==> src/clk_out_cfg_pkg.sv <==
// Purpose: constants and carriers for the output clock selection block
// Assumes: 10 MHz mclk, 8-bit register port from the serial front end
// Notes: source taps arrive as plain levels from the pll and synthesis logic
package clk_out_cfg_pkg;
   // register addresses
   localparam logic [7:0] ADDR_FAMILY = 8'h38;
   localparam logic [7:0] ADDR_RATE = 8'h39;
   localparam logic [7:0] ADDR_CAL_LO = 8'h3c;
   localparam logic [7:0] ADDR_CAL_HI = 8'h3d;
   localparam logic [7:0] ADDR_OUT_B = 8'h61;
   localparam logic [7:0] ADDR_OUT_A = 8'h62;
   localparam logic [7:0] ADDR_SYNC_EN = 8'h63;
   localparam logic [7:0] ADDR_SYNC_CTL = 8'h7a;
   // field positions
   localparam int FAM_A_BIT = 5;
   localparam int FAM_B_BIT = 6;
   localparam int RATE_A_LSB = 4;
   localparam int RATE_B_LSB = 6;
   localparam int SEL_B_LSB = 0;
   localparam int SEL_A_LSB = 4;
   localparam int MFS_EN_BIT = 6;
   localparam int FS_EN_BIT = 7;
   localparam int DPLL_SEL_BIT = 7;
   localparam int K8_PULSE_BIT = 3;
   localparam int K8_INV_BIT = 2;
   localparam int K2_PULSE_BIT = 1;
   localparam int K2_INV_BIT = 0;
   // values after reset
   localparam logic [7:0] RST_FAMILY = 8'h00;
   localparam logic [7:0] RST_RATE = 8'h00;
   localparam logic [7:0] RST_OUT_B = 8'h00;
   localparam logic [7:0] RST_OUT_A = 8'h00;
   localparam logic [7:0] RST_SYNC_EN = 8'hc0;
   localparam logic [7:0] RST_SYNC_CTL = 8'h00;
   localparam logic [15:0] RST_CAL = 16'h9999;
   // timing
   localparam int CLK_HZ = 10_000_000;
   localparam int POR_HOLD_MS = 250;
   localparam int POR_HOLD_CYCLES = (POR_HOLD_MS * (CLK_HZ / 1000));
   // selector codes
   localparam logic [3:0] SEL_OFF = 4'h0;
   localparam logic [3:0] SEL_2K = 4'h1;
   localparam logic [3:0] SEL_8K = 4'h2;
   localparam logic [3:0] SEL_SYN_B = 4'h3;
   localparam logic [3:0] SEL_SYN_A = 4'h4;
   localparam logic [3:0] SEL_A48 = 4'h5;
   localparam logic [3:0] SEL_A16 = 4'h6;
   localparam logic [3:0] SEL_A12 = 4'h7;
   localparam logic [3:0] SEL_A8 = 4'h8;
   localparam logic [3:0] SEL_A6 = 4'h9;
   localparam logic [3:0] SEL_A4 = 4'ha;
   localparam logic [3:0] SEL_B64 = 4'hb;
   localparam logic [3:0] SEL_B48 = 4'hc;
   localparam logic [3:0] SEL_B16 = 4'hd;
   localparam logic [3:0] SEL_B8 = 4'he;
   localparam logic [3:0] SEL_B4 = 4'hf;

   // apll_a_tap index: /1 /2 /4 /6 /8 /12 /16 /48
   // apll_b_tap index: /4 /8 /16 /48 /64
   // synth_tap index: {family, rate}; dpll index 0 = pll a, 1 = pll b
   typedef struct packed {
      logic [7:0] apll_a_tap;
      logic [4:0] apll_b_tap;
      logic [7:0] synth_tap;
      logic [1:0] dpll_8k;
      logic [1:0] dpll_2k;
   } source_t;

   typedef struct packed {
      logic wr;
      logic rd;
      logic [7:0] addr;
      logic [7:0] wdata;
   } reg_req_t;

   typedef struct packed {
      logic clock_out_a;
      logic clock_out_b;
      logic frame_sync_out;
      logic multiframe_sync_out;
   } outs_t;
endpackage : clk_out_cfg_pkg

==> src/output_clock_select_config.sv <==
// Purpose: register file and output muxing for two clock ports and two sync outputs
// Assumes: source levels are asynchronous to mclk; register port is synchronous
// Notes: sources faster than half of mclk alias; real taps need a faster sampler
`timescale 1ns/1ns
`default_nettype none

// Contract
// clock_out_b selector decodes sixteen codes
// clock_out_a differs at codes 0011, 0101
// synth_rate_b has own rate and family
// synth_rate_a picks one of eight rates
// sync outputs always from digital_pll_a
// 2k/8k clock selections pick pll by bit7
// each 2k/8k output clock or pulse, invertible
// pulse lasts one clock_out_b period
// software keeps clock_out_b at least 1544 kHz
// 8k and 2k pulse/invert controls location
// sync outputs disabled by bits 7:6
// power-on reset acts asynchronously
// reset restores every register default
// reset state held 250 ms after release
// calibration word spans two byte locations
// calibration word resets to 9999 hex
// master clock comes from 12.8 MHz oscillator; code assumes 10 MHz mclk
// multi-byte write commits only when uninterrupted
// hex addresses, eight-bit registers, msb left
// off selector holds output static
module output_clock_select_config #(
   parameter int HOLD_CYCLES = clk_out_cfg_pkg::POR_HOLD_CYCLES
) (
   // clock and reset
   input wire logic mclk,
   input wire logic power_on_reset_n,
   // register port
   input wire clk_out_cfg_pkg::reg_req_t reg_req,
   output logic [7:0] reg_rdata,
   // clock sources
   input wire clk_out_cfg_pkg::source_t sources,
   // outputs
   output clk_out_cfg_pkg::outs_t outs,
   output logic [15:0] xo_calibration_word
);
   localparam int SRC_W = $bits(clk_out_cfg_pkg::source_t);
   localparam int HOLD_W = $clog2(HOLD_CYCLES + 1);
   // short local aliases of package field positions
   localparam int FAM_A_BIT_ = clk_out_cfg_pkg::FAM_A_BIT;
   localparam int FAM_B_BIT_ = clk_out_cfg_pkg::FAM_B_BIT;
   localparam int RATE_A_LSB_ = clk_out_cfg_pkg::RATE_A_LSB;
   localparam int RATE_B_LSB_ = clk_out_cfg_pkg::RATE_B_LSB;
   localparam int SEL_A_LSB_ = clk_out_cfg_pkg::SEL_A_LSB;
   localparam int SEL_B_LSB_ = clk_out_cfg_pkg::SEL_B_LSB;
   localparam int FS_EN_BIT_ = clk_out_cfg_pkg::FS_EN_BIT;
   localparam int MFS_EN_BIT_ = clk_out_cfg_pkg::MFS_EN_BIT;
   localparam int DPLL_SEL_BIT_ = clk_out_cfg_pkg::DPLL_SEL_BIT;
   localparam int K8_PULSE_BIT_ = clk_out_cfg_pkg::K8_PULSE_BIT;
   localparam int K8_INV_BIT_ = clk_out_cfg_pkg::K8_INV_BIT;
   localparam int K2_PULSE_BIT_ = clk_out_cfg_pkg::K2_PULSE_BIT;
   localparam int K2_INV_BIT_ = clk_out_cfg_pkg::K2_INV_BIT;

   // clock source mux shared by both ports
   function automatic logic pick_source(input logic [3:0] code, input logic port_a,
                                        input clk_out_cfg_pkg::source_t s, input logic syn_a,
                                        input logic syn_b, input logic k2, input logic k8);
      logic v;
      v = 1'b0;
      unique case (code)
         clk_out_cfg_pkg::SEL_OFF: v = 1'b0;
         clk_out_cfg_pkg::SEL_2K: v = k2;
         clk_out_cfg_pkg::SEL_8K: v = k8;
         clk_out_cfg_pkg::SEL_SYN_B: v = port_a ? s.apll_a_tap[1] : syn_b; // see
         clk_out_cfg_pkg::SEL_SYN_A: v = syn_a;
         clk_out_cfg_pkg::SEL_A48: v = port_a ? s.apll_a_tap[0] : s.apll_a_tap[7];
         clk_out_cfg_pkg::SEL_A16: v = s.apll_a_tap[6];
         clk_out_cfg_pkg::SEL_A12: v = s.apll_a_tap[5];
         clk_out_cfg_pkg::SEL_A8: v = s.apll_a_tap[4];
         clk_out_cfg_pkg::SEL_A6: v = s.apll_a_tap[3];
         clk_out_cfg_pkg::SEL_A4: v = s.apll_a_tap[2];
         clk_out_cfg_pkg::SEL_B64: v = s.apll_b_tap[4];
         clk_out_cfg_pkg::SEL_B48: v = s.apll_b_tap[3];
         clk_out_cfg_pkg::SEL_B16: v = s.apll_b_tap[2];
         clk_out_cfg_pkg::SEL_B8: v = s.apll_b_tap[1];
         clk_out_cfg_pkg::SEL_B4: v = s.apll_b_tap[0];
      endcase
      return v;
   endfunction : pick_source

   // register state
   logic [7:0] family_q, family_d, rate_q, rate_d, out_b_q, out_b_d, out_a_q, out_a_d;
   logic [7:0] sync_en_q, sync_en_d, sync_ctl_q, sync_ctl_d, rdata_q, rdata_d, cal_lo_q, cal_lo_d;
   logic [15:0] cal_q, cal_d;
   logic cal_pend_q, cal_pend_d;
   logic [HOLD_W-1:0] hold_q, hold_d;
   logic run_q, run_d;

   always_comb
   begin
      family_d = family_q;
      rate_d = rate_q;
      out_b_d = out_b_q;
      out_a_d = out_a_q;
      sync_en_d = sync_en_q;
      sync_ctl_d = sync_ctl_q;
      cal_lo_d = cal_lo_q;
      cal_d = cal_q;
      cal_pend_d = cal_pend_q;
      rdata_d = 8'h00;
      hold_d = hold_q;
      run_d = run_q;
      if (!run_q)
      begin
         // writes refused until the hold ends
         if (hold_q == HOLD_W'(HOLD_CYCLES - 1))
            run_d = 1'b1;
         else
            hold_d = hold_q + HOLD_W'(1);
      end
      else if (reg_req.wr || reg_req.rd)
      begin
         // any access other than a low-byte write breaks a pending pair
         cal_pend_d = 1'b0;
         if (reg_req.wr)
         begin
            unique case (reg_req.addr)
               clk_out_cfg_pkg::ADDR_FAMILY: family_d = reg_req.wdata;
               clk_out_cfg_pkg::ADDR_RATE: rate_d = reg_req.wdata;
               clk_out_cfg_pkg::ADDR_OUT_B: out_b_d = reg_req.wdata;
               clk_out_cfg_pkg::ADDR_OUT_A: out_a_d = reg_req.wdata;
               clk_out_cfg_pkg::ADDR_SYNC_EN: sync_en_d = reg_req.wdata;
               clk_out_cfg_pkg::ADDR_SYNC_CTL: sync_ctl_d = reg_req.wdata;
               clk_out_cfg_pkg::ADDR_CAL_LO:
               begin
                  cal_lo_d = reg_req.wdata;
                  cal_pend_d = 1'b1;
               end
               clk_out_cfg_pkg::ADDR_CAL_HI:
               begin
                  if (cal_pend_q)
                     cal_d = {reg_req.wdata, cal_lo_q}; // see
               end
               default: ;
            endcase
         end
         else
         begin
            unique case (reg_req.addr)
               clk_out_cfg_pkg::ADDR_FAMILY: rdata_d = family_q;
               clk_out_cfg_pkg::ADDR_RATE: rdata_d = rate_q;
               clk_out_cfg_pkg::ADDR_OUT_B: rdata_d = out_b_q;
               clk_out_cfg_pkg::ADDR_OUT_A: rdata_d = out_a_q;
               clk_out_cfg_pkg::ADDR_SYNC_EN: rdata_d = sync_en_q;
               clk_out_cfg_pkg::ADDR_SYNC_CTL: rdata_d = sync_ctl_q;
               clk_out_cfg_pkg::ADDR_CAL_LO: rdata_d = cal_q[7:0];
               clk_out_cfg_pkg::ADDR_CAL_HI: rdata_d = cal_q[15:8];
               default: rdata_d = 8'h00;
            endcase
         end
      end
   end

   always_ff @(posedge mclk or negedge power_on_reset_n)
   begin
      if (!power_on_reset_n)
      begin
         // every register back to its default on each reset
         family_q <= clk_out_cfg_pkg::RST_FAMILY; // see
         rate_q <= clk_out_cfg_pkg::RST_RATE;
         out_b_q <= clk_out_cfg_pkg::RST_OUT_B;
         out_a_q <= clk_out_cfg_pkg::RST_OUT_A;
         sync_en_q <= clk_out_cfg_pkg::RST_SYNC_EN;
         sync_ctl_q <= clk_out_cfg_pkg::RST_SYNC_CTL;
         cal_lo_q <= 8'h00;
         cal_q <= clk_out_cfg_pkg::RST_CAL;
         cal_pend_q <= 1'b0;
         rdata_q <= 8'h00;
         hold_q <= '0;
         run_q <= 1'b0;
      end
      else
      begin
         family_q <= family_d;
         rate_q <= rate_d;
         out_b_q <= out_b_d;
         out_a_q <= out_a_d;
         sync_en_q <= sync_en_d;
         sync_ctl_q <= sync_ctl_d;
         cal_lo_q <= cal_lo_d;
         cal_q <= cal_d;
         cal_pend_q <= cal_pend_d;
         rdata_q <= rdata_d;
         hold_q <= hold_d;
         run_q <= run_d;
      end
   end

   // source sampling: three stages, change taken once stages two and three agree
   logic [SRC_W-1:0] s1_q, s2_q, s3_q, filt_q, filt_d;
   clk_out_cfg_pkg::source_t f;
   assign f = clk_out_cfg_pkg::source_t'(filt_q);

   for (genvar i = 0; i < SRC_W; i++)
   begin : g_filt
      always_comb
      begin
         filt_d[i] = (s2_q[i] == s3_q[i]) ? s3_q[i] : filt_q[i];
      end
   end

   always_ff @(posedge mclk or negedge power_on_reset_n)
   begin
      if (!power_on_reset_n)
      begin
         s1_q <= '0;
         s2_q <= '0;
         s3_q <= '0;
         filt_q <= '0;
      end
      else
      begin
         s1_q <= sources;
         s2_q <= s1_q;
         s3_q <= s2_q;
         filt_q <= filt_d;
      end
   end

   // rate, pll and timing references
   logic syn_a, syn_b, k8_sel, k2_sel, b_ref, b_ref_prev_q, b_rise;
   assign syn_a = f.synth_tap[{family_q[FAM_A_BIT_], rate_q[RATE_A_LSB_+1 -: 2]}];
   assign syn_b = f.synth_tap[{family_q[FAM_B_BIT_], rate_q[RATE_B_LSB_+1 -: 2]}];
   assign k8_sel = f.dpll_8k[sync_ctl_q[DPLL_SEL_BIT_]];
   assign k2_sel = f.dpll_2k[sync_ctl_q[DPLL_SEL_BIT_]];
   // pulse timing follows the unshaped clock_out_b source to avoid a loop through itself
   assign b_ref = pick_source(out_b_q[SEL_B_LSB_+3 -: 4], 1'b0, f, syn_a, syn_b, k2_sel, k8_sel);
   assign b_rise = b_ref && !b_ref_prev_q;

   // shapers: 0 frame sync, 1 multiframe sync, 2 port 8k, 3 port 2k
   logic [3:0] lvl, lvl_prev_q, armed_q, armed_d, pulse_q, pulse_d, shaped, pmode, inv;
   assign lvl = {k2_sel, k8_sel, f.dpll_2k[0], f.dpll_8k[0]};
   assign pmode = {sync_ctl_q[K2_PULSE_BIT_], sync_ctl_q[K8_PULSE_BIT_],
                   sync_ctl_q[K2_PULSE_BIT_], sync_ctl_q[K8_PULSE_BIT_]};
   assign inv = {sync_ctl_q[K2_INV_BIT_], sync_ctl_q[K8_INV_BIT_],
                 sync_ctl_q[K2_INV_BIT_], sync_ctl_q[K8_INV_BIT_]};

   for (genvar j = 0; j < 4; j++)
   begin : g_shape
      always_comb
      begin
         armed_d[j] = armed_q[j];
         pulse_d[j] = pulse_q[j];
         // pulse spans rise to rise of clock_out_b, one full period
         if (b_rise)
         begin
            pulse_d[j] = armed_q[j]; // see
            if (armed_q[j])
               armed_d[j] = 1'b0;
         end
         // set after consume: a new 2k/8k rise on a b edge is not lost
         if (lvl[j] && !lvl_prev_q[j])
            armed_d[j] = 1'b1;
         shaped[j] = (pmode[j] ? pulse_q[j] : lvl[j]) ^ inv[j];
      end
   end

   // output muxing and gating
   clk_out_cfg_pkg::outs_t outs_q, outs_d;
   always_comb
   begin
      outs_d.clock_out_b = pick_source(out_b_q[SEL_B_LSB_+3 -: 4], 1'b0, f, syn_a, syn_b,
                                       shaped[3], shaped[2]);
      outs_d.clock_out_a = pick_source(out_a_q[SEL_A_LSB_+3 -: 4], 1'b1, f, syn_a, syn_b,
                                       shaped[3], shaped[2]);
      outs_d.frame_sync_out = sync_en_q[FS_EN_BIT_] && shaped[0];
      outs_d.multiframe_sync_out = sync_en_q[MFS_EN_BIT_] && shaped[1];
      if (!run_q)
         outs_d = '0;
   end

   always_ff @(posedge mclk or negedge power_on_reset_n)
   begin
      if (!power_on_reset_n)
      begin
         b_ref_prev_q <= 1'b0;
         lvl_prev_q <= '0;
         armed_q <= '0;
         pulse_q <= '0;
         outs_q <= '0;
      end
      else
      begin
         b_ref_prev_q <= b_ref;
         lvl_prev_q <= lvl;
         armed_q <= armed_d;
         pulse_q <= pulse_d;
         outs_q <= outs_d;
      end
   end

   // outputs straight from their flip-flops
   assign reg_rdata = rdata_q;
   assign outs = outs_q;
   assign xo_calibration_word = cal_q; // calibration applied in the dpll, see
endmodule : output_clock_select_config

`default_nettype wire

==> config.mk <==
export PLATFORM = sky130hd
export DESIGN_NAME = output_clock_select_config
export DESIGN_NICKNAME = d
export VERILOG_FILES = /design/src/clk_out_cfg_pkg.sv /design/src/output_clock_select_config.sv
export SDC_FILE = /design/constraint.sdc
export NUM_CORES = 1
export LEC_CHECK = 0
export BUFFER_PORTS_ARGS = -buffer_cell sky130_fd_sc_hd__clkbuf_2
export CAP_MARGIN = 20
export CELL_PAD_IN_SITES_DETAIL_PLACEMENT = 1
export CELL_PAD_IN_SITES_GLOBAL_PLACEMENT = 1
export CORE_UTILIZATION = 45
export CTS_CLUSTER_SIZE = 20
export DETAILED_ROUTE_END_ITERATION = 12
export GPL_TIMING_DRIVEN = 0
export PLACE_DENSITY = 0.8
export SYNTH_ARGS = -nofsm -noshare
export SYNTH_HDL_FRONTEND = slang
export SYNTH_SLANG_ARGS = --single-unit
==> constraint.sdc <==
create_clock -name mclk -period 2.04 [get_ports mclk]
set_clock_uncertainty 0.05 [all_clocks]
set_input_delay 0.408 -clock mclk [delete_from_list [all_inputs] [get_ports mclk]]
set_output_delay 0.408 -clock mclk [all_outputs]
set_load 0.01 [all_outputs]
==> results_dict.tcl <==
set metrics [dict create \
    vias_per_cell 5.70 \
    detail_route.wl_per_cell_um 21.9 \
    yosysSeqAreaShare_pct 65.0 \
    status "finished, violations left" \
    synth_top_area_cell "dfrtp_1" \
    htree_levels 1 \
    syn_inst 576 \
    max_freq_mhz 460 \
    grt_remaining_overflow 0 \
    syn_to_final_growth_pct 25.9 \
    antenna_found_initial 0 \
    startpoint "hold_q[11]$_DFFE_PN0P_" \
    drive_gt1_share_pct 39.5 \
    tightestPinTransition_ns 0.689 \
    antenna_cells 0 \
    synthArstFlopShare_pct 100 \
    drt_iter0_drc 361 \
    fillers 1763 \
    syn-num-nets 622 \
    leakage_nw 4.92 \
    hp-class "input pin to flop" \
    grt_start_max_net_pins 84 \
    setup_ws_ns -0.136 \
    core-area_um2 18300 \
    synth_top_cell_area_share_pct 61.9 \
    vdd_drop_max_mv 0.536 \
    switching_share_pct 22.0 \
    finalWeightedCongestion 0.866 \
    synth_warnings 0 \
    clock_latency_ns 0.51 \
    drtAntennaViolNets 0 \
    clkTransAtPathRegs_ns 0.06 \
    drt-pass1-iter-count 5 \
    ys_types 63 \
    dieHeight_um 140 \
    grt_pass1_wl_mm 34.2 \
    drv_slew 0 \
    reg2reg_to "hold_q[1]$_DFFE_PN0P_" \
    p_sw_w 0.00202 \
    die_area_um2 19500 \
    fin_tns_setup_ns -1.29 \
    start_kind "flop" \
    vias 5556 \
    num_io_pins 73 \
    cp.arrival_ns 2.52 \
    pwr-share-comb_pct 4.0 \
    row_count 49 \
    dr_wl_met2_mm 10.9 \
    finalHoldViolCount 0 \
    wl_met1_mm 8.83 \
    p_int_w 0.00717 \
    max_slew_margin_pct 54.1 \
    worst-endpoint-required_ns 2.38 \
    pwr_density_cell_nw_per_um2 856 \
    finalWirelength_mm 21.3 \
    synth_edf_count 0 \
    dp_hpwl_mm 12.9 \
    synth_area_leaders "dfrtp_1 (62%), mux2_2 (12%), dfstp_2 (3.1%), maj3_1 (2.9%), xnor2_1 (1.7%)" \
    drc 0 \
    cts_sinks 221 \
    hold_depth 2 \
    worstReg2RegStart "hold_q[11]$_DFFE_PN0P_" \
    finalCritPeriodShare_pct 107 \
    final.min_clock_period_ns 2.18 \
    worstPathMaxFanout 5 \
    wl_met3_um 871 \
    worst-r2r-setup-slack_ns -0.14 \
    tritoncts "built" \
    pre_cts_slack_ns -0.533 \
    synth_ff_type "dfrtp_1" \
    grt.total_usage_pct 22.3 \
    path_class "flop to flop" \
    synth.avg_cell_area_um2 14.8 \
    utilization_pct 58.7 \
    numPortBuffers 71 \
    syn_area_um2 8520 \
    ys_ff_latch 221 \
    numCtsBuffers 24 \
    hold_end "rate_q[6]$_DFFE_PN0P_" \
    maxCapViolations 0 \
    fin_nets 774 \
    seqPwrFrac_pct 50.1 \
    finalSetupViolations 19 \
    clk_path_buf_depth 3 \
    fp.dieW_um 140 \
    power.share.clock_pct 45.9 \
    end_kind "flop" \
    floorplan.initialDensity_pct 46.7 \
    reg2reg_depth 5 \
    hp-start "reg_req[6]" \
    cts_root_buf "clkbuf_16" \
    violations "negative setup slack" \
    highest-signal-layer "met4" \
    grt_pass1_vias 6123 \
    grt_setup_unrepaired "true" \
]
-- cell type report --
type / instances / area [µm²] / share of cell area (%)
clock inverters: 6 / 38.8 / 0.361
flip-flops and latches: 221 / 5550 / 51.7
inverters: 13 / 48.8 / 0.455
plain buffers: 17 / 90.1 / 0.839
repair buffers: 128 / 921 / 8.58
well taps: 229 / 287 / 2.67
multi-input cells: 323 / 3060 / 28.5
clock buffers: 37 / 741 / 6.90
-- worst max-delay path, stage by stage, from the launching register on --
cell and delay [ns]:
dfrtp_1 0.38, or4b_4 0.56, nor4_4 0.36, a21o_1 0.25, buf_6 0.16, mux2_4 0.29
-- power groups by stage --
stage	Clock (W)	Sequential, W	Combinational (W)
final	0.00422	0.00460	0.000363
after global routing	0.00448	0.00462	0.000405
after CTS	0.00429	0.00460	0.000365
after detailed placement	0	0.00468	0.000316
after global placement	0	0.00467	0.000285
after floorplan	0	0.00465	0.000119
-- synth_stat cells, types with 4 or more instances --
library cell / number
nor3_1: 8
dfstp_2: 10
o22ai_1: 5
nand4_1: 16
mux2_2: 89
clkbuf_1: 12
xor2_1: 8
xnor2_1: 17
a22oi_1: 13
dfrtp_1: 211
a222oi_1: 4
nor4b_1: 4
a22o_1: 5
nand2_1: 16
buf_2: 4
a31oi_1: 8
nor4_1: 4
nand2b_1: 4
inv_1: 13
nand3_1: 9
maj3_1: 25
and3_1: 8
mux2i_1: 14
nor2_1: 12
-- cell families (layout without fill, tap and decap cells) --
group           Yosys count  after routing  synth area share [%]
flops                   221            221                  65.0
mux                     108            108                  14.8
simple gates            107            107                  7.68
compound gates           57             57                  5.31
buf+inv                  32            201                  1.51
fa+ha+maj                26             26                  3.08
xor+xnor                 25             25                  2.57
-- flip-flops by register name (all words and copies together) (netlist names), 16 cells and up --
name and flops:
s1_q 25, hold_q 22, s2_q 25, s3_q 25
xo_calibration_word 16, f 25
-- through the flow --
stage / cells / cell area, µm² / hold WS, ns / total power (W)
6_report: 974 / 10700 / 0.235 / 0.00919
5_1_grt: 974 / 10700 / 0.241 / 0.00950
4_1_cts: 963 / 10500 / 0.216 / 0.00926
3_5_place_dp: 878 / 9240 / 0.287 / 0.00500
3_3_place_gp: 876 / 9180 / 0.282 / 0.00496
2_1_floorplan: 576 / 8530 / 0.0624 / 0.00477
-- how the worst max path moves through the flow --
stage | to | cells past startpoint
final | hold_q[1]$_DFFE_PN0P_ | 5
after global placement | s1_q[9]$_DFF_PN0_ | 1
after floorplan | hold_q[1]$_DFFE_PN0P_ | 5
after global routing | hold_q[1]$_DFFE_PN0P_ | 5
after CTS | pulse_q[0]$_DFFE_PN0P_ | 6
after detailed placement | xo_calibration_word[9]$_DFFE_PN0P_ | 6
-- cells in the final DEF (no fill, tap or decap), drive strengths merged, types with 3 or more instances in the layout --
cell type	instances
a222oi	4
a22o	6
a22oi	13
a31oi	8
and2	3
and3	9
buf	38
clkbuf	118
clkinv	3
dfrtp	211
dfstp	10
dlygate4sd3	26
inv	14
maj3	25
mux2	89
mux2i	14
mux4	5
nand2	16
nand2b	4
nand3	10
nand4	16
nor2	13
nor3	10
nor4	6
nor4b	4
o21ai	4
o22a	3
o22ai	5
or4	3
xnor2	17
xor2	8
-- per-layer routing --
| layer | track usage, % | vias up |
|---|---|---|
| met1 | 28.6 | 2904 |
| li1 | - | 2415 |
| met3 | 2.86 | 58 |
| met5 | 0 | - |
| met4 | 8.27 | 0 |
| met2 | 38.8 | 179 |
-- what timing repair did --
action,in CTS,in global routing
gates cloned,1,0
hold buffers,26,0
gates resized for setup,27,31
buffers inserted,16,13
pin swaps,10,11
endpoints found under the setup margin,57,63
endpoints found under the hold margin,84,0
No activity file was read; power rests on OpenSTA's default activity.
